<file path="src/rtl/asc_pkg.sv">
// Purpose: Shared constants and carriers for the converter sequencing block.
// Assumes: One bus clock; registers reached over AXI4-Lite with 32-bit data.
// Notes:   Each figure appears here once; the logic uses the names only.
package asc_pkg;
	localparam int RES_W         = 8;
	localparam int CHAN_W        = 4;
	localparam int SLOTS         = 4;
	localparam int SLOT_W        = 2;
	localparam int SAMPLE_CYCLES = 12;
	localparam int BIT_CYCLES    = 2;
	localparam int CONV_CYCLES   = 32;
	localparam int CNT_W         = 5;
	localparam int SEQ_TIME_US   = 64;
	localparam int REF_BUS_MHZ   = 2;
	localparam int SEQ_CYCLES    = SEQ_TIME_US * REF_BUS_MHZ;
	localparam int AXI_AW        = 8;
	localparam int AXI_DW        = 32;
	localparam int WORD_LSB      = 2;

	// Byte offsets of the register words.
	localparam logic [AXI_AW-1:0] OFS_CTRL  = 8'h00;
	localparam logic [AXI_AW-1:0] OFS_SLOT1 = 8'h04;
	localparam logic [AXI_AW-1:0] OFS_SLOT4 = 8'h10;

	// Control/status field positions.
	localparam int BIT_FLAG = 7;
	localparam int BIT_ZERO = 6;
	localparam int BIT_SCAN = 5;
	localparam int BIT_GROUP_MODE_SELECT = 4;
	localparam int CHAN_LSB = 0;
	localparam int STRB_CTRL = 0;

	// Channel-select codes outside the eight external inputs.
	localparam logic [1:0]        CODE_RSV_GRP  = 2'h2;
	localparam logic [CHAN_W-1:0] CODE_HIGH_REF = 4'hc;
	localparam logic [CHAN_W-1:0] CODE_LOW_REF  = 4'hd;
	localparam logic [CHAN_W-1:0] CODE_HALF_REF = 4'he;
	localparam logic [CHAN_W-1:0] CODE_RSV_TOP  = 4'hf;

	localparam logic [1:0] RESP_OKAY   = 2'h0;
	localparam logic [1:0] RESP_SLVERR = 2'h2;

	typedef struct packed {
		logic              awvalid;
		logic [AXI_AW-1:0] awaddr;
		logic              wvalid;
		logic [AXI_DW-1:0] wdata;
		logic [3:0]        wstrb;
		logic              bready;
		logic              arvalid;
		logic [AXI_AW-1:0] araddr;
		logic              rready;
	} asc_axi_req_s;

	typedef struct packed {
		logic              awready;
		logic              wready;
		logic              bvalid;
		logic [1:0]        bresp;
		logic              arready;
		logic              rvalid;
		logic [AXI_DW-1:0] rdata;
		logic [1:0]        rresp;
	} asc_axi_rsp_s;

	typedef struct packed {
		logic              sample;
		logic [CHAN_W-1:0] mux_sel;
		logic              mux_ok;
		logic [RES_W-1:0]  dac;
	} asc_ana_s;

	typedef struct packed {
		logic              scan;
		logic              group_mode_select;
		logic [CHAN_W-1:0] chan;
	} asc_ctrl_s;

	localparam asc_ctrl_s CTRL_RST = '{scan: 1'b0, group_mode_select: 1'b0, chan: 4'h0};
endpackage

</file>
<file path="src/rtl/asc_seq_ctrl.sv">
// Purpose: Four-conversion sequencer with control/status and result slots.
// Assumes: Stop, wait and comparator inputs come from logic on the bus clock.
// Notes:   Registers sit on AXI4-Lite; one write and one read at a time.
// Contract
// - Single channel, no repeat: convert the chosen input four times into slots one..four.
// - Group mode, no repeat: convert each group channel once, first to slot one.
// - Without repeat, halt after the fourth conversion until the next control write with byte lane zero enabled.
// - Repeat in single mode: keep converting, results wrap cyclically through the slots.
// - Repeat in group mode: cycle the group, each result replacing its slot.
// - Stop or wait suspends the current channel; resume resamples and continues.
// - Control bit 7 is read-only status, bit 6 reads zero, others read/write.
// - A control write with byte lane zero enabled starts a sequence, abandoning one that is running.
// - Done flag sets once all four slots hold results of this sequence.
// - A control write with byte lane zero enabled clears the done flag as the new sequence begins.
// - In repeat mode the flag sets after the first four, slots keep updating.
// - Single mode uses all four select bits to choose the input.
// - Group mode ignores the two low select bits; the upper two pick the group.
// - Codes 0-7 external inputs, 10XX reserved, 1100/1101/1110 references, 1111 reserved.
// - In group mode low select bits 00..11 map to slots one..four.
// - A four-conversion sequence takes 128 bus cycles.
// - The sequence begins one bus cycle after the control write.
// - Result slots are read-only; writes leave them unchanged.
// - Each conversion resolves eight bits MSB first, then stores into its slot.
`timescale 1ns/1ps
module asc_seq_ctrl (
	input  wire logic              i_core_clk,
	input  wire logic              i_rst_n,
	input  wire logic              i_ce,
	input  wire asc_pkg::asc_axi_req_s i_axi,
	output asc_pkg::asc_axi_rsp_s  o_axi,
	input  wire logic              i_stop,
	input  wire logic              i_wait,
	input  wire logic              i_cmp_hi,
	output asc_pkg::asc_ana_s      o_ana
);
	import asc_pkg::*;

	typedef enum logic {ASC_IDLE, ASC_RUN} asc_state_e;
	typedef logic [AXI_AW-WORD_LSB-1:0] asc_word_t;

	localparam asc_word_t WI_CTRL  = OFS_CTRL[AXI_AW-1:WORD_LSB];
	localparam asc_word_t WI_SLOT1 = OFS_SLOT1[AXI_AW-1:WORD_LSB];
	localparam asc_word_t WI_SLOT4 = OFS_SLOT4[AXI_AW-1:WORD_LSB];
	localparam logic [SLOT_W-1:0] LAST_SLOT = SLOT_W'(SLOTS - 1);

	if (SEQ_CYCLES != SLOTS * CONV_CYCLES || SLOTS != 2 ** SLOT_W) begin : g_bad_seq
		$error("asc_seq_ctrl: sequence length does not match conversion length");
	end

	function automatic asc_word_t word_of(input logic [AXI_AW-1:0] a);
		return a[AXI_AW-1:WORD_LSB];
	endfunction

	function automatic logic [SLOT_W-1:0] slot_of(input asc_word_t w);
		return SLOT_W'(w - WI_SLOT1);
	endfunction

	function automatic logic [CHAN_W-1:0] chan_of(input asc_ctrl_s c,
			input logic [SLOT_W-1:0] i);
		return c.group_mode_select ? {c.chan[CHAN_W-1:SLOT_W], i} : c.chan;
	endfunction

	function automatic logic code_reserved(input logic [CHAN_W-1:0] c);
		return c[CHAN_W-1:SLOT_W] == CODE_RSV_GRP || c == CODE_RSV_TOP;
	endfunction

	// Bus slave state.
	logic              aw_ok_r;
	logic              aw_ok_nxt;
	logic [AXI_AW-1:0] awaddr_r;
	logic [AXI_AW-1:0] awaddr_nxt;
	logic              w_ok_r;
	logic              w_ok_nxt;
	logic [AXI_DW-1:0] wdata_r;
	logic [AXI_DW-1:0] wdata_nxt;
	logic              wstrb0_r;
	logic              wstrb0_nxt;
	asc_axi_rsp_s      rsp_r;
	asc_axi_rsp_s      rsp_nxt;
	logic              wr_fire;
	logic              ctrl_wr;

	// Sequencer state.
	asc_state_e        state_r;
	asc_state_e        state_nxt;
	asc_ctrl_s         ctrl_r;
	asc_ctrl_s         ctrl_nxt;
	logic              flag_r;
	logic              flag_nxt;
	logic              pend_r;
	logic              pend_nxt;
	logic [SLOT_W-1:0] idx_r;
	logic [SLOT_W-1:0] idx_nxt;
	logic [CHAN_W-1:0] mux_r;
	logic [CHAN_W-1:0] mux_nxt;
	logic              mux_ok_r;
	logic              mux_ok_nxt;
	logic [RES_W-1:0]  slot_r [SLOTS];
	logic [RES_W-1:0]  slot_nxt [SLOTS];
	logic              start_conv;
	logic              conv_done;
	logic              conv_sample;
	logic [RES_W-1:0]  conv_dac;

	always_comb begin
		asc_word_t rw;
		rw = word_of(i_axi.araddr);
		aw_ok_nxt = aw_ok_r;
		awaddr_nxt = awaddr_r;
		w_ok_nxt = w_ok_r;
		wdata_nxt = wdata_r;
		wstrb0_nxt = wstrb0_r;
		rsp_nxt = rsp_r;
		wr_fire = aw_ok_r && w_ok_r;
		ctrl_wr = wr_fire && word_of(awaddr_r) == WI_CTRL && wstrb0_r;
		if (i_axi.awvalid && rsp_r.awready) begin
			aw_ok_nxt = 1'b1;
			awaddr_nxt = i_axi.awaddr;
		end
		if (i_axi.wvalid && rsp_r.wready) begin
			w_ok_nxt = 1'b1;
			wdata_nxt = i_axi.wdata;
			wstrb0_nxt = i_axi.wstrb[STRB_CTRL];
		end
		if (rsp_r.bvalid && i_axi.bready) begin
			rsp_nxt.bvalid = 1'b0;
		end
		if (wr_fire) begin
			// Result slots accept the write and keep their contents.
			aw_ok_nxt = 1'b0;
			w_ok_nxt = 1'b0;
			rsp_nxt.bvalid = 1'b1;
			rsp_nxt.bresp = word_of(awaddr_r) <= WI_SLOT4 ? RESP_OKAY : RESP_SLVERR;
		end
		if (rsp_r.rvalid && i_axi.rready) begin
			rsp_nxt.rvalid = 1'b0;
		end
		if (i_axi.arvalid && rsp_r.arready) begin
			rsp_nxt.rvalid = 1'b1;
			rsp_nxt.rdata = '0;
			rsp_nxt.rresp = RESP_OKAY;
			if (rw == WI_CTRL) begin
				rsp_nxt.rdata[BIT_FLAG] = flag_r;
				rsp_nxt.rdata[BIT_ZERO] = 1'b0;
				rsp_nxt.rdata[BIT_SCAN] = ctrl_r.scan;
				rsp_nxt.rdata[BIT_GROUP_MODE_SELECT] = ctrl_r.group_mode_select;
				rsp_nxt.rdata[CHAN_LSB +: CHAN_W] = ctrl_r.chan;
			end else if (rw <= WI_SLOT4) begin
				rsp_nxt.rdata[RES_W-1:0] = slot_r[slot_of(rw)];
			end else begin
				rsp_nxt.rresp = RESP_SLVERR;
			end
		end
		rsp_nxt.awready = !aw_ok_nxt && !rsp_nxt.bvalid;
		rsp_nxt.wready = !w_ok_nxt && !rsp_nxt.bvalid;
		rsp_nxt.arready = !rsp_nxt.rvalid;
	end

	always_ff @(posedge i_core_clk or negedge i_rst_n) begin
		if (!i_rst_n) begin
			aw_ok_r <= 1'b0;
			awaddr_r <= '0;
			w_ok_r <= 1'b0;
			wdata_r <= '0;
			wstrb0_r <= 1'b0;
			rsp_r <= '{awready: 1'b1, wready: 1'b1, arready: 1'b1, default: '0};
		end else if (i_ce) begin
			aw_ok_r <= aw_ok_nxt;
			awaddr_r <= awaddr_nxt;
			w_ok_r <= w_ok_nxt;
			wdata_r <= wdata_nxt;
			wstrb0_r <= wstrb0_nxt;
			rsp_r <= rsp_nxt;
		end
	end

	always_comb begin
		state_nxt = state_r;
		ctrl_nxt = ctrl_r;
		flag_nxt = flag_r;
		pend_nxt = pend_r;
		idx_nxt = idx_r;
		mux_nxt = mux_r;
		mux_ok_nxt = mux_ok_r;
		slot_nxt = slot_r;
		start_conv = 1'b0;
		if (ctrl_wr) begin
			// A result landing in this cycle belongs to the abandoned sequence,
			// so the clear wins over it and the store is dropped.
			ctrl_nxt.scan = wdata_r[BIT_SCAN];
			ctrl_nxt.group_mode_select = wdata_r[BIT_GROUP_MODE_SELECT];
			ctrl_nxt.chan = wdata_r[CHAN_LSB +: CHAN_W];
			flag_nxt = 1'b0;
			pend_nxt = 1'b1;
			state_nxt = ASC_IDLE;
		end else if (pend_r) begin
			pend_nxt = 1'b0;
			start_conv = 1'b1;
			idx_nxt = '0;
			state_nxt = ASC_RUN;
		end else begin
			case (state_r)
				ASC_RUN: begin
					if (conv_done) begin
						slot_nxt[idx_r] = conv_dac;
						if (idx_r == LAST_SLOT) begin
							flag_nxt = 1'b1;
						end
						if (idx_r == LAST_SLOT && !ctrl_r.scan) begin
							state_nxt = ASC_IDLE;
						end else begin
							start_conv = 1'b1;
							idx_nxt = idx_r + SLOT_W'(1);
						end
					end
				end
				ASC_IDLE: begin
					state_nxt = ASC_IDLE;
				end
				default: begin
					state_nxt = ASC_IDLE;
				end
			endcase
		end
		if (start_conv) begin
			mux_nxt = chan_of(ctrl_nxt, idx_nxt);
			// Reserved codes convert with normal timing; the result is unspecified.
			mux_ok_nxt = !code_reserved(mux_nxt);
		end
	end

	always_ff @(posedge i_core_clk or negedge i_rst_n) begin
		if (!i_rst_n) begin
			state_r <= ASC_IDLE;
			ctrl_r <= CTRL_RST;
			flag_r <= 1'b0;
			pend_r <= 1'b0;
			idx_r <= '0;
			mux_r <= '0;
			mux_ok_r <= 1'b0;
			slot_r <= '{default: '0};
		end else if (i_ce) begin
			state_r <= state_nxt;
			ctrl_r <= ctrl_nxt;
			flag_r <= flag_nxt;
			pend_r <= pend_nxt;
			idx_r <= idx_nxt;
			mux_r <= mux_nxt;
			mux_ok_r <= mux_ok_nxt;
			slot_r <= slot_nxt;
		end
	end

	asc_sar #(
		.W (RES_W)
	) u_sar (
		.i_core_clk (i_core_clk),
		.i_rst_n    (i_rst_n),
		.i_ce       (i_ce),
		.i_start    (start_conv),
		.i_hold     (i_stop || i_wait),
		.i_cmp_hi   (i_cmp_hi),
		.o_sample   (conv_sample),
		.o_dac      (conv_dac),
		.o_done     (conv_done)
	);

	assign o_axi = rsp_r;
	assign o_ana = '{sample: conv_sample, mux_sel: mux_r, mux_ok: mux_ok_r, dac: conv_dac};

	a_restart_begin: assert property (@(posedge i_core_clk) disable iff (!i_rst_n)
		ctrl_wr && i_ce ##1 i_ce |=> o_ana.sample && state_r == ASC_RUN && idx_r == '0)
		else $error("sequence did not begin one cycle after the control write");
	a_flag_clear: assert property (@(posedge i_core_clk) disable iff (!i_rst_n)
		ctrl_wr && i_ce |=> !flag_r && pend_r)
		else $error("control write did not clear the done flag");
	a_flag_set: assert property (@(posedge i_core_clk) disable iff (!i_rst_n)
		state_r == ASC_RUN && conv_done && idx_r == LAST_SLOT && !ctrl_wr && !pend_r && i_ce
		|=> flag_r)
		else $error("done flag not set after the fourth result");
	a_single_chan: assert property (@(posedge i_core_clk) disable iff (!i_rst_n)
		start_conv && !ctrl_r.group_mode_select && i_ce |=> o_ana.mux_sel == $past(ctrl_r.chan))
		else $error("single mode did not select the full channel code");
	a_group_chan: assert property (@(posedge i_core_clk) disable iff (!i_rst_n)
		start_conv && ctrl_r.group_mode_select && i_ce
		|=> o_ana.mux_sel == {$past(ctrl_r.chan[CHAN_W-1:SLOT_W]), idx_r})
		else $error("group mode channel does not follow the slot index");
	a_halt_idle: assert property (@(posedge i_core_clk) disable iff (!i_rst_n)
		state_r == ASC_RUN && conv_done && idx_r == LAST_SLOT && !ctrl_r.scan
		&& !ctrl_wr && !pend_r && i_ce ##1 (!ctrl_wr && !pend_r && i_ce)[*3]
		|=> state_r == ASC_IDLE && !start_conv)
		else $error("sequence did not halt after four conversions");
	a_scan_wrap: assert property (@(posedge i_core_clk) disable iff (!i_rst_n)
		state_r == ASC_RUN && conv_done && ctrl_r.scan && !ctrl_wr && !pend_r && i_ce
		|=> state_r == ASC_RUN && idx_r == $past(idx_r) + SLOT_W'(1) && o_ana.sample)
		else $error("repeat mode did not move on to the next slot");
	a_slot_store: assert property (@(posedge i_core_clk) disable iff (!i_rst_n)
		state_r == ASC_RUN && conv_done && !ctrl_wr && !pend_r && i_ce
		|=> slot_r[$past(idx_r)] == $past(conv_dac))
		else $error("finished conversion not stored in its slot");
	a_ctrl_read: assert property (@(posedge i_core_clk) disable iff (!i_rst_n)
		i_axi.arvalid && rsp_r.arready && word_of(i_axi.araddr) == WI_CTRL && i_ce
		|=> o_axi.rvalid && !o_axi.rdata[BIT_ZERO] && o_axi.rdata[BIT_FLAG] == $past(flag_r))
		else $error("control read shows wrong flag or a nonzero bit 6");
endmodule // asc_seq_ctrl

</file>
<file path="src/rtl/asc_sar.sv">
// Purpose: One successive-approximation conversion of fixed length.
// Assumes: The comparator is synchronous to the bus clock and settles in a cycle.
// Notes:   A hold sends the conversion back to its sample phase.
`timescale 1ns/1ps
module asc_sar #(
	parameter int W = asc_pkg::RES_W
) (
	input  wire logic         i_core_clk,
	input  wire logic         i_rst_n,
	input  wire logic         i_ce,
	input  wire logic         i_start,
	input  wire logic         i_hold,
	input  wire logic         i_cmp_hi,
	output logic              o_sample,
	output logic [W-1:0]      o_dac,
	output logic              o_done
);
	import asc_pkg::*;

	logic             busy_r;
	logic             busy_nxt;
	logic [CNT_W-1:0] cnt_r;
	logic [CNT_W-1:0] cnt_nxt;
	logic [W-1:0]     sar_r;
	logic [W-1:0]     sar_nxt;
	logic             sample_r;
	logic             sample_nxt;

	if (W < 1 || SAMPLE_CYCLES + W * BIT_CYCLES > CONV_CYCLES) begin : g_bad_w
		$error("asc_sar: conversion does not fit its cycle budget");
	end

	assign o_done = busy_r && cnt_r == CNT_W'(CONV_CYCLES - 1) && !i_hold;

	always_comb begin
		int phase;
		int pos;
		phase = int'(cnt_r) - SAMPLE_CYCLES;
		pos = W - 1 - phase / BIT_CYCLES;
		busy_nxt = busy_r;
		cnt_nxt = cnt_r;
		sar_nxt = sar_r;
		if (i_start) begin
			busy_nxt = 1'b1;
			cnt_nxt = '0;
			sar_nxt = '0;
		end else if (busy_r && i_hold) begin
			// Resampling on resume keeps a stale held charge out of the result.
			cnt_nxt = '0;
			sar_nxt = '0;
		end else if (busy_r) begin
			if (phase >= 0 && phase < W * BIT_CYCLES) begin
				if (phase % BIT_CYCLES == 0) begin
					sar_nxt[pos] = 1'b1;
				end else if (!i_cmp_hi) begin
					sar_nxt[pos] = 1'b0;
				end
			end
			if (o_done) begin
				busy_nxt = 1'b0;
			end else begin
				cnt_nxt = cnt_r + CNT_W'(1);
			end
		end
		sample_nxt = busy_nxt && cnt_nxt < CNT_W'(SAMPLE_CYCLES);
	end

	always_ff @(posedge i_core_clk or negedge i_rst_n) begin
		if (!i_rst_n) begin
			busy_r <= 1'b0;
			cnt_r <= '0;
			sar_r <= '0;
			sample_r <= 1'b0;
		end else if (i_ce) begin
			busy_r <= busy_nxt;
			cnt_r <= cnt_nxt;
			sar_r <= sar_nxt;
			sample_r <= sample_nxt;
		end
	end

	assign o_sample = sample_r;
	assign o_dac = sar_r;

	a_start_sample: assert property (@(posedge i_core_clk) disable iff (!i_rst_n)
		i_start && i_ce |=> o_sample && o_dac == '0)
		else $error("conversion did not open with a cleared sample phase");
	a_msb_trial: assert property (@(posedge i_core_clk) disable iff (!i_rst_n)
		busy_r && i_ce && !i_hold && !i_start && cnt_r == CNT_W'(SAMPLE_CYCLES)
		|=> !o_sample && o_dac == {1'b1, {(W-1){1'b0}}})
		else $error("first trial after sampling is not the top bit alone");
	a_hold_resample: assert property (@(posedge i_core_clk) disable iff (!i_rst_n)
		busy_r && i_hold && i_ce && !i_start |=> o_sample && cnt_r == '0 && !o_done)
		else $error("hold did not return the conversion to sampling");
endmodule // asc_sar

</file>
<file path="config.mk">
export PLATFORM = sky130hd
export DESIGN_NAME = asc_seq_ctrl
export DESIGN_NICKNAME = d
export VERILOG_FILES = /design/src/rtl/asc_pkg.sv /design/src/rtl/asc_seq_ctrl.sv /design/src/rtl/asc_sar.sv
export SDC_FILE = /design/constraint.sdc
export NUM_CORES = 1
export LEC_CHECK = 0
export BUFFER_PORTS_ARGS = -buffer_cell sky130_fd_sc_hd__clkbuf_2
export CORE_MARGIN = 2
export CORE_UTILIZATION = 50
export DETAILED_ROUTE_END_ITERATION = 8
export PLACE_DENSITY_LB_ADDON = 0.3
export SYNTH_ARGS = -nofsm -noshare
export SYNTH_HDL_FRONTEND = slang
export SYNTH_SLANG_ARGS = --single-unit
export TNS_END_PERCENT = 10
</file>
<file path="constraint.sdc">
create_clock -name i_core_clk -period 5.3 [get_ports i_core_clk]
set_input_delay 0.795 -clock i_core_clk [delete_from_list [all_inputs] [get_ports i_core_clk]]
set_output_delay 0.795 -clock i_core_clk [all_outputs]
set_load 0.05 [all_outputs]
</file>
==> results of run 1 <==
## critical path, cell delays in order
cell and delay [ns]:
clkbuf_2 0.34, nand3_1 0.48, or4_1 0.59, nor3_1 0.63, a221o_1 0.26
## power breakdown
part,total [mW],leakage (nW),internal [mW],switching (mW)
Clock,0.466,0.0862,0.220,0.246
Combinational,0.568,1.28,0.196,0.373
Sequential,0.930,1.23,0.830,0.100
## layer usage
layer	global-route usage, %	wire length, um	share of wire [%]
met1	27.42	4405	47
met2	31.17	4530	48
met3	3.119	400	4.2
met4	5.641	131	1.4
met5	0	0	0
## metrics by stage
stage / hold slack (ns) / area, um2 / setup WS, ns
3_3_place_gp: 0.4656 / 5161 / 2.196
4_1_cts: 0.3229 / 5354 / 2.508
3_5_place_dp: 0.4739 / 5161 / 2.147
6_report: 0.3286 / 5354 / 2.479
2_1_floorplan: 0.4587 / 4959 / 2.833
5_1_grt: 0.3394 / 5354 / 2.275
## path summary, 6_finish.rpt
kind,from,to,slack (ns),cells past startpoint
max in group asynchronous,i_rst_n,u_sar.cnt_r[3],3.81,2
max reg2reg,u_sar.cnt_r[2],u_sar.o_dac[1],2.49,10
max,i_ce,o_axi[7],2.48,5
min reg2reg,o_axi[8],o_axi[8],0.49,2
min,i_rst_n,slot_r[14],0.33,1
min in group i_core_clk,o_axi[8],o_axi[8],0.49,2
## cells in the final DEF, fill, tap and decap left out, types with 5 or more instances in the layout
cell type	Yosys	routed
dfrtp_1	90	90
clkbuf_2	0	57
mux2_2	53	53
conb_1	1	26
inv_1	22	22
o21ai_0	20	20
o211ai_1	18	18
nand2_1	16	16
nand3_1	14	14
ha_1	14	14
a21oi_1	9	9
nor2b_1	9	9
clkbuf_8	0	9
mux4_2	8	8
a31oi_1	7	7
a221o_1	7	7
nand2b_1	6	6
nor2_1	5	5
## cells by family (layout without fill, tap and decap cells)
group                    after synthesis  after routing  synth area share, %
AO/OA/AOI/OAI                         83             83                12.11
XOR/XNOR                               6              6                1.080
adder cells (fa/ha/maj)               14             14                3.601
buffers and inverters                 62             99                7.253
flip-flops                            93             93                47.92
multiplexers                          64             64                16.64
other                                  1             26              0.07709
AND/OR/NAND/NOR                       87             87                11.32
## cell type report
type	instances	area (um2)	share of cell area, %
inverter	23	86.33	1.613
tap	129	161.4	3.015
timing repair buffer	60	307.8	5.749
multi-input combinational	280	2275	42.49
clock inverter	5	61.31	1.145
sequential	93	2331	43.54
clock buffer	11	131.4	2.454
## sequential cells by signal, summed over array words and instances (netlist names), 2 cells and up
name and count:
awaddr_r 6, idx_r 2, wdata_r 6, o_axi 15, mux_r 4, slot_r 32, ctrl_r 6, u_sar.o_dac 8
u_sar.cnt_r 5
==> impl_results.md, run 1 <==
* Status: finished clean
* Minimum clock period at between 2 and 3 ns
* TritonCTS Buffers at 9
* Worst-Margin Slew at ~0.85 ns
* Io pins at around 120
* # Post-CTS Setup Buffers at 0
* Pwr/cell area at between 300 and 400 nW/um2
* Hold Fails Final Rpt at 0
* CTS H-tree depth at 3
* Initial core utilization at 52.15%
* Worst skew pair latency at 0.35 ns
* Gpl congestion at 0.7844
* Hold Buf Count CTS at 0
* Die X at ~100 um
* DRC violations left at 0
* Post-detail-place hpwl at 6.932 mm
* Final Non-Filler Cells at 601
* Crit path capture type: register
* Most numerous cell in the Yosys netlist: dfrtp_1
* Most frequent cells after synthesis: dfrtp_1, mux2_2, buf_4
* CP max FO at 17
* Worst Path Arrival at 3.12 ns
* Via-per-instance ratio at about 5.5
* Post-synth top flop: dfrtp_1
* Dpl cells at 585
* Post-Syn Area per Cell at approximately 12 um2
* DIE AREA at about 11000 um2
* Initial drt markers at 158
* Port Buf Inserts at 58
* Synth top area share at 46.30%
* DRT Pass-1 Iters at 4
* CTS tree: done
* Root buf cell: clkbuf_8
* Yosys warning count at 0
* Placeable Area at 9328 um2
* Leakage at about 2.6 nW
* Critical path class: in2reg
* # setup viols final at 0
* Register area share after synthesis at 47.92%
* Final WL at roughly 9.5 mm
* Routed len/inst at approximately 16 um
* First-pass GRT wire length at 15.70 mm
* Max-Cap Viols at 0
* Share of cells above drive strength 1 at 33.26%
* Area growth from synthesis to layout at 10.06%
* Largest net degree at the start of global routing at 70
* FILL cells at ~790
* Number of synthesized flops with an enable pin at 0
* Clock Tree Buf Depth at 2
* Ys async rst share at 100.0%
* VDD IR max at roughly 0.32 mV
* Required time worst endpoint at between 5 and 6 ns
* Worst Hold Class: in2async
* Mapped cell area at roughly 4900 um2
* Detail Route Antenna Nets at 0
* Initial antenna violation count at 0
* Library cells used by synthesis at 61
* Overall global routing resource usage at about a fifth
* Worst Clk Skew at approximately 0.016 ns
* RSZ-0062 raised after global routing: false
* Fmax at roughly 350 MHz
* Largest cells by area after synthesis: dfrtp_1, mux2_2, buf_4, mux4_2, ha_1
* Vias in the first global route at ~3100
* Post_cts resized at 0
* Layout Nets at between 500 and 600
* Gate Count Post-Synth at between 400 and 500
* Clock Sink Count at slightly above 90
* Via count at ~3300
* FF+latch count, synth at 93
* Worst Setup Start Kind: primary input
* Final critical-path share of the clock period at ~53%
* Clk slew on worst S/H paths at roughly 0.1 ns
* Slew headroom at between 40 and 50%
* Final Slew Violations at 0
* Total grt overflow at 0
* Die H at roughly 100 um
* Area leader, netlist: dfrtp_1
* Core Rows at 35
* Util after Layout at a little under three fifths
* Final setup TNS at 0 ns
* ANT cells at 0
* Power consumption at 1.965 mW
Power figures use the tool's default switching activity.
==> run 2, diff against run 1 <==
==> constraint.sdc (replaced) <==
create_clock -name i_core_clk -period 2.95 [get_ports i_core_clk]
set_input_delay 0.4425 -clock i_core_clk [delete_from_list [all_inputs] [get_ports i_core_clk]]
set_output_delay 0.4425 -clock i_core_clk [all_outputs]
set_load 0.05 [all_outputs]
==> impl_results.md, run 2 (same netlist as run 1, synthesis figures left out) <==
* Routed len/inst at 15.86 um (+0.71%)
* TritonCTS Buffers at 9 (unchanged)
* Reg2reg path depth at 8 (-2)
* Worst Clk Skew at 0.01038 ns (-0.005140 ns)
* Crit path capture type: register
* Worst Path Arrival at 3.06 ns (-0.06 ns)
* DRC violations left at 0 (unchanged)
* DIE AREA at 10530 um2 (unchanged)
* Hold slack at 0.3130 ns (-0.01555 ns)
* Via count at 3326 (+0.36%)
* Placed instance area at 5211 um2 (+0.97%)
* Die X at 102.6 um (unchanged)
* Hold EP: wdata_r[3]
* Commonest non-fill, non-tap cells in the layout: dfrtp_1, clkbuf_2, mux2_2, conb_1, inv_1
* Buf+Inv Stages, Crit Path at 0 (-1)
* Util after Layout at 58.46% (+1.1 points)
* CP cell instances: ha_1 -> and2_1 -> ha_1 -> nor4bb_2 -> a31oi_1 -> o2111a_1 -> nand3b_4 -> o211ai_1
* Worst-Margin Slew at 0.6002 ns (-0.2501 ns)
* Post-layout instance area at 5453 um2 (+1.8%)
* Post-detail-place hpwl at 7.001 mm (+1.0%)
* # Post-CTS Setup Buffers at 0 (unchanged)
* ANT cells at 0 (unchanged)
* Flop2flop setup slack at 0.15 ns (-2.34 ns)
* Clock Tree Buf Depth at 2 (unchanged)
* Vias in the first global route at 3236 (+3.0%)
* Initial antenna violation count at 0 (unchanged)
* Max incr delay on CP at 0.54 ns (-0.09 ns)
* Initial core utilization at 52.15% (unchanged)
* Slew headroom at 59.80% (+16 points)
* Power consumption at 3.563 mW (+81%)
* Clk slew on worst S/H paths at 0.09 ns (about the same)
* Net Sw Frac at 36.20% (-0.38 points)
* Combinational cell fraction of total power at 29.1% (+0.2 points)
* CTS tree: done
* First-pass GRT wire length at 15.64 mm (-0.39%)
* # setup viols final at 0 (unchanged)
* Dpl cells at 590 (+0.85%)
* Max-Cap Viols at 0 (unchanged)
* RSZ-0062 raised after global routing: false
* Initial drt markers at 170 (+7.6%)
* Port Buf Inserts at 58 (unchanged)
* Clock share of power at 24.0% (+0.3 points)
* Worst skew pair latency at 0.35 ns (about the same)
* Final WL at 9.630 mm (+1.7%)
* CP max FO at 10 (-7)
* Top reg by flops: slot_r
* Leakage at 2.633 nW (+1.7%)
* Critical path class: reg2reg
* DR top layer: met4
* Critical path depth in cells at 8 (+3)
* Final worst setup slack at 0.1521 ns (-2.327 ns)
* Sw power at 1.290 mW (+79%)
* Dpl ws at 0.1976 ns (-1.949 ns)
* Minimum clock period at 2.798 ns
* DRT met1 WL at 4.189 mm (-4.9%)
* Power Internal at 2.273 mW (+82%)
* Final Non-Filler Cells at 607 (+1.0%)
* Sequential Power Share at 46.8% (-0.5 points)
* Die H at 102.6 um (unchanged)
* Final Slew Violations at 0 (unchanged)
* Core Rows at 35 (unchanged)
* Detail Route Antenna Nets at 0 (unchanged)
* Top delay family on crit path: compound AO/OA/AOI/OAI gates
* Gpl congestion at 0.8351 (+6.5%)
* Layout Nets at 550 (+1.1%)
* Final setup TNS at 0 ns (unchanged)
* VDD IR max at 0.5753 mV (+78%)
* Critical R2R Capture: u_sar.o_dac[5]
* Largest net degree at the start of global routing at 80 (+14%)
* Total grt overflow at 0 (unchanged)
* WL met2 at 4.701 mm (+3.8%)
* Via-per-instance ratio at 5.479 (-0.63%)
* Overall global routing resource usage at 19.24% (-0.15 points)
* Root buf cell: clkbuf_8
* DRT Pass-1 Iters at 4 (unchanged)
* RR Startpoint: u_sar.cnt_r[2]
* Worst Hold Path Cells at 2
* Status: finished clean
* Fmax at about 360 MHz
* Worst Hold Class: in2reg
* Placeable Area at 9328 um2 (unchanged)
* Clock Sink Count at 93 (unchanged)
* Hold Fails Final Rpt at 0 (unchanged)
* Final critical-path share of the clock period at a little over nine tenths
* Share of cells above drive strength 1 at 34.73% (+1.5 points)
* Worst Setup Start Kind: register
* Most common cell after layout, fill and taps aside: dfrtp_1
* Required time worst endpoint at 3.21 ns (-2.39 ns)
* Max reg flops at 32 (unchanged)
* Slowest-stage cell, CP: o2111a_1
* Hold Startpoint: i_axi[18]
* Most used cell, CP: ha_1
* Pwr/cell area at 653.4 nW/um2 (+78%)
* Area growth from synthesis to layout at 12.09%
* Io pins at 118 (unchanged)
* WL met3 at 600 um (+50%)
* CTS H-tree depth at 3 (unchanged)
==> run 2: how the worst max path moves through the flow <==
stage                              start        endpoint  slack, ns
after floorplan           u_sar.cnt_r[2]  u_sar.o_dac[0]       0.53
after global placement    u_sar.cnt_r[2]  u_sar.o_dac[5]       0.28
after detailed placement  u_sar.cnt_r[2]  u_sar.o_dac[5]       0.20
after CTS                 u_sar.cnt_r[2]  u_sar.o_dac[5]       0.15
after global routing      u_sar.cnt_r[2]  u_sar.o_dac[5]      0.003
final                     u_sar.cnt_r[2]  u_sar.o_dac[5]       0.15
==> run 2: worst reg2reg max path: cells and delay by family, from the launching register on <==
kind                     cells  cell delay [ns]
AO/OA/AOI/OAI                3             1.27
adder cells (fa/ha/maj)      2             0.47
flip-flops                   1             0.47
AND/OR/NAND/NOR              3             0.50
==> run 2: cell type report <==
cell class                 count  area (um2)
tap                          129       161.4
inverter                      23       86.33
clock inverter                 5       58.81
sequential                    93        2331
fill                         780        3875
multi-input combinational    280        2306
clock buffer                  11       141.4
timing repair buffer          66       367.9
==> run 2: layer usage <==
| layer | GRT usage [%] | vias up |
|---|---|---|
| li1 | - | 1572 |
| met4 | 6.051 | 0 |
| met2 | 32.53 | 96 |
| met1 | 25.47 | 1644 |
| met3 | 3.254 | 14 |
| met5 | 0 | - |
==> run 2: repair_timing <==
item,4_1_cts,5_1_grt
endpoints found under the setup margin,0,6
endpoints found under the hold margin,14,0
hold buffers,1,0
resized for setup,0,5
==> run 2: power groups by stage <==
stage | Clock (mW) | Combinational [mW] | Sequential [mW]
final | 0.857 | 1.04 | 1.67
after global routing | 0.922 | 1.13 | 1.71
after CTS | 0.878 | 1.04 | 1.67
after detailed placement | 0 | 1.03 | 1.69
after global placement | 0 | 1.01 | 1.68
after floorplan | 0 | 0.701 | 1.80
==> run 3, diff against run 2 <==
--- a/config.mk
+++ b/config.mk
@@ -7,7 +7,7 @@
 export LEC_CHECK = 0
 export BUFFER_PORTS_ARGS = -buffer_cell sky130_fd_sc_hd__clkbuf_2
 export CORE_MARGIN = 2
-export CORE_UTILIZATION = 50
+export CORE_UTILIZATION = 49
 export DETAILED_ROUTE_END_ITERATION = 8
 export PLACE_DENSITY_LB_ADDON = 0.3
 export SYNTH_ARGS = -nofsm -noshare
==> constraint.sdc (replaced) <==
create_clock -name i_core_clk -period 2.5 [get_ports i_core_clk]
set_input_delay 0.375 -clock i_core_clk [delete_from_list [all_inputs] [get_ports i_core_clk]]
set_output_delay 0.375 -clock i_core_clk [all_outputs]
set_load 0.05 [all_outputs]
==> impl_results.md, run 3 (same netlist as run 1, synthesis figures left out) <==
* Largest net degree at the start of global routing at 48 (-40%)
* RSZ-0062 raised after global routing: true
* Via count at 3495 (+5.1%)
* Slew headroom at 58.36% (-1.4 points)
* Post-layout instance area at 5842 um2 (+7.1%)
* Clk slew on worst S/H paths at 0.08 ns (about the same)
* Status: finished, violations left
* # setup viols final at 6 (+6)
* Initial core utilization at 50.23% (-1.9 points)
* Io pins at 118 (unchanged)
* Layout Nets at 582 (+5.8%)
* Final Non-Filler Cells at 643 (+5.9%)
* Max reg flops at 32 (unchanged)
* Die X at 103.6 um (+0.98%)
* ANT cells at 0 (unchanged)
* DIE AREA at 10740 um2 (+2.0%)
* TritonCTS Buffers at 9 (unchanged)
* Most common cell after layout, fill and taps aside: dfrtp_1
* Worst-Margin Slew at 0.6246 ns (+0.02445 ns)
* Vias in the first global route at 3559 (+10%)
* Top reg by flops: slot_r
* Routed len/inst at 16.30 um (+2.8%)
* Clock Tree Buf Depth at 2 (unchanged)
* Hold Buf Count CTS at 0 (-1)
* Fmax at 395.4 MHz (+11%)
* Placed instance area at 5361 um2 (+2.9%)
* Leakage at 2.863 nW (+8.7%)
* Port Buf Inserts at 58 (unchanged)
* Critical path class: reg2reg
* CTS tree: done
* Required time worst endpoint at 2.73 ns (-0.48 ns)
* CP max FO at 3 (-7)
* Detail Route Antenna Nets at 0 (unchanged)
* Die H at 103.6 um (+0.98%)
* Total grt overflow at 0 (unchanged)
* Max-Cap Viols at 0 (unchanged)
* Hold slack at 0.01294 ns (-0.3001 ns)
* Worst Setup Start Kind: register
* CTS H-tree depth at 3 (unchanged)
* Pwr/cell area at 776.7 nW/um2 (+19%)
* DRC violations left at 0 (unchanged)
* Worst Path Arrival at 2.76 ns (-0.30 ns)
* Core Rows at 36 (+2.9%)
* Final Slew Violations at 0 (unchanged)
* Worst Clk Skew at 0.006782 ns (-0.003593 ns)
* Clock Sink Count at 93 (unchanged)
* Initial drt markers at 206 (+21%)
* VDD IR max at 0.7172 mV (+25%)
* DRT Pass-1 Iters at 4 (unchanged)
* Crit path capture type: register
* Final setup TNS at -0.07502 ns (-0.07502 ns)
* Area growth from synthesis to layout at 20.09%
* Post-detail-place hpwl at 7.479 mm (+6.8%)
* Share of cells above drive strength 1 at 42.16% (+7.4 points)
* Failing checks: negative setup slack
* Worst Hold Class: in2async
* Final WL at 10.48 mm (+8.8%)
* Placeable Area at 9684 um2 (+3.8%)
* Final critical-path share of the clock period at 101.2% (+6.3 points)
* Worst skew pair latency at 0.36 ns (about the same)
* Minimum clock period at 2.529 ns (-0.2687 ns)
* Hold Fails Final Rpt at 0 (unchanged)
* Final worst setup slack at -0.02915 ns (-0.1813 ns)
* Dpl cells at 615 (+4.2%)
* Via-per-instance ratio at 5.435 (-0.80%)
* Power consumption at 4.538 mW (+27%)
* Root buf cell: clkbuf_8
* Initial antenna violation count at 1 (+1)
* Commonest non-fill, non-tap cells in the layout: dfrtp_1, clkbuf_2, mux2_2, buf_4, conb_1
* Overall global routing resource usage at 19.95% (+0.72 points)
* Gpl congestion at 0.8417 (+0.79%)
* First-pass GRT wire length at 17.22 mm (+10%)
run 3: cell types whose count changed in the layout (fill, tap and decap cells not counted), moves of 2 or more:
| cell | delta |
|---|---|
| nand2_4 | +3 |
| buf_4 | +32 |
| nand2_2 | -4 |
| buf_6 | +2 |
| ha_1 | -5 |
| o21ai_1 | +3 |
| ha_2 | +2 |
| inv_2 | +2 |
| ha_4 | +3 |
| inv_1 | -3 |
| o21ai_0 | -3 |
run 3: what timing repair did:
item | in CTS | in global routing
setup endpoints to repair | 21 | 52
cloned | 0 | 0
gates resized for setup | 7 | 29
pin swaps | 7 | 12
buffers inserted | 6 | 6
run 3: worst max-delay path, stage by stage (launching register included):
cell      delay, ns
dfrtp_1        0.44
ha_4           0.19
xor2_2         0.22
ha_4           0.24
a21o_1         0.21
a31oi_2        0.17
ha_1           0.16
nor3b_2        0.15
nand4_1        0.15
buf_4          0.18
o211ai_1       0.17
o211ai_1       0.11
run 3: layer usage:
layer	vias to the layer above	part of all wire (%)	global-route usage (%)
met1	1755	45	25.98
met5	-	0	0
met4	0	1.2	4.923
met2	96	49	33.63
met3	12	4.8	5.035
li1	1632	-	-
run 3: stage by stage:
step	utilization [%]	setup WS [ns]
2_1_floorplan	-	0.08211
3_3_place_gp	55.36	-0.06845
3_5_place_dp	55.36	-0.1271
4_1_cts	58.54	-0.01515
5_1_grt	60.32	-0.1902
6_report	60.32	-0.02915
run 3: layout make-up:
class	instances	area [um2]
fill	796	3842
multi-input combinational	280	2427
sequential	93	2332
timing repair buffer	98	600.6
tap	133	166.4
clock buffer	12	155.1
inverter	23	90.09
clock inverter	4	70.07
run 3: worst paths after layout:
path | startpoint | endpoint | slack, ns | depth (start not counted)
max | u_sar.cnt_r[2] | u_sar.o_dac[5] | -0.03 | 11
min | i_rst_n | u_sar.o_dac[7] | 0.01 | 1
max reg2reg | u_sar.cnt_r[2] | u_sar.o_dac[5] | -0.03 | 11
min reg2reg | o_axi[8] | o_axi[8] | 0.50 | 2
max in group asynchronous | i_rst_n | mux_ok_r | 1.79 | 2
min in group i_core_clk | i_axi[54] | awaddr_r[6] | 0.24 | 2
run 3: power by group:
part / switching [mW] / leakage [nW] / total, mW / internal [mW]
logic: 0.876 / 1.52 / 1.44 / 0.566
registers: 0.206 / 1.23 / 1.97 / 1.76
clock network: 0.513 / 0.116 / 1.13 / 0.615
total: 1.60 / 2.86 / 4.54 / 2.94
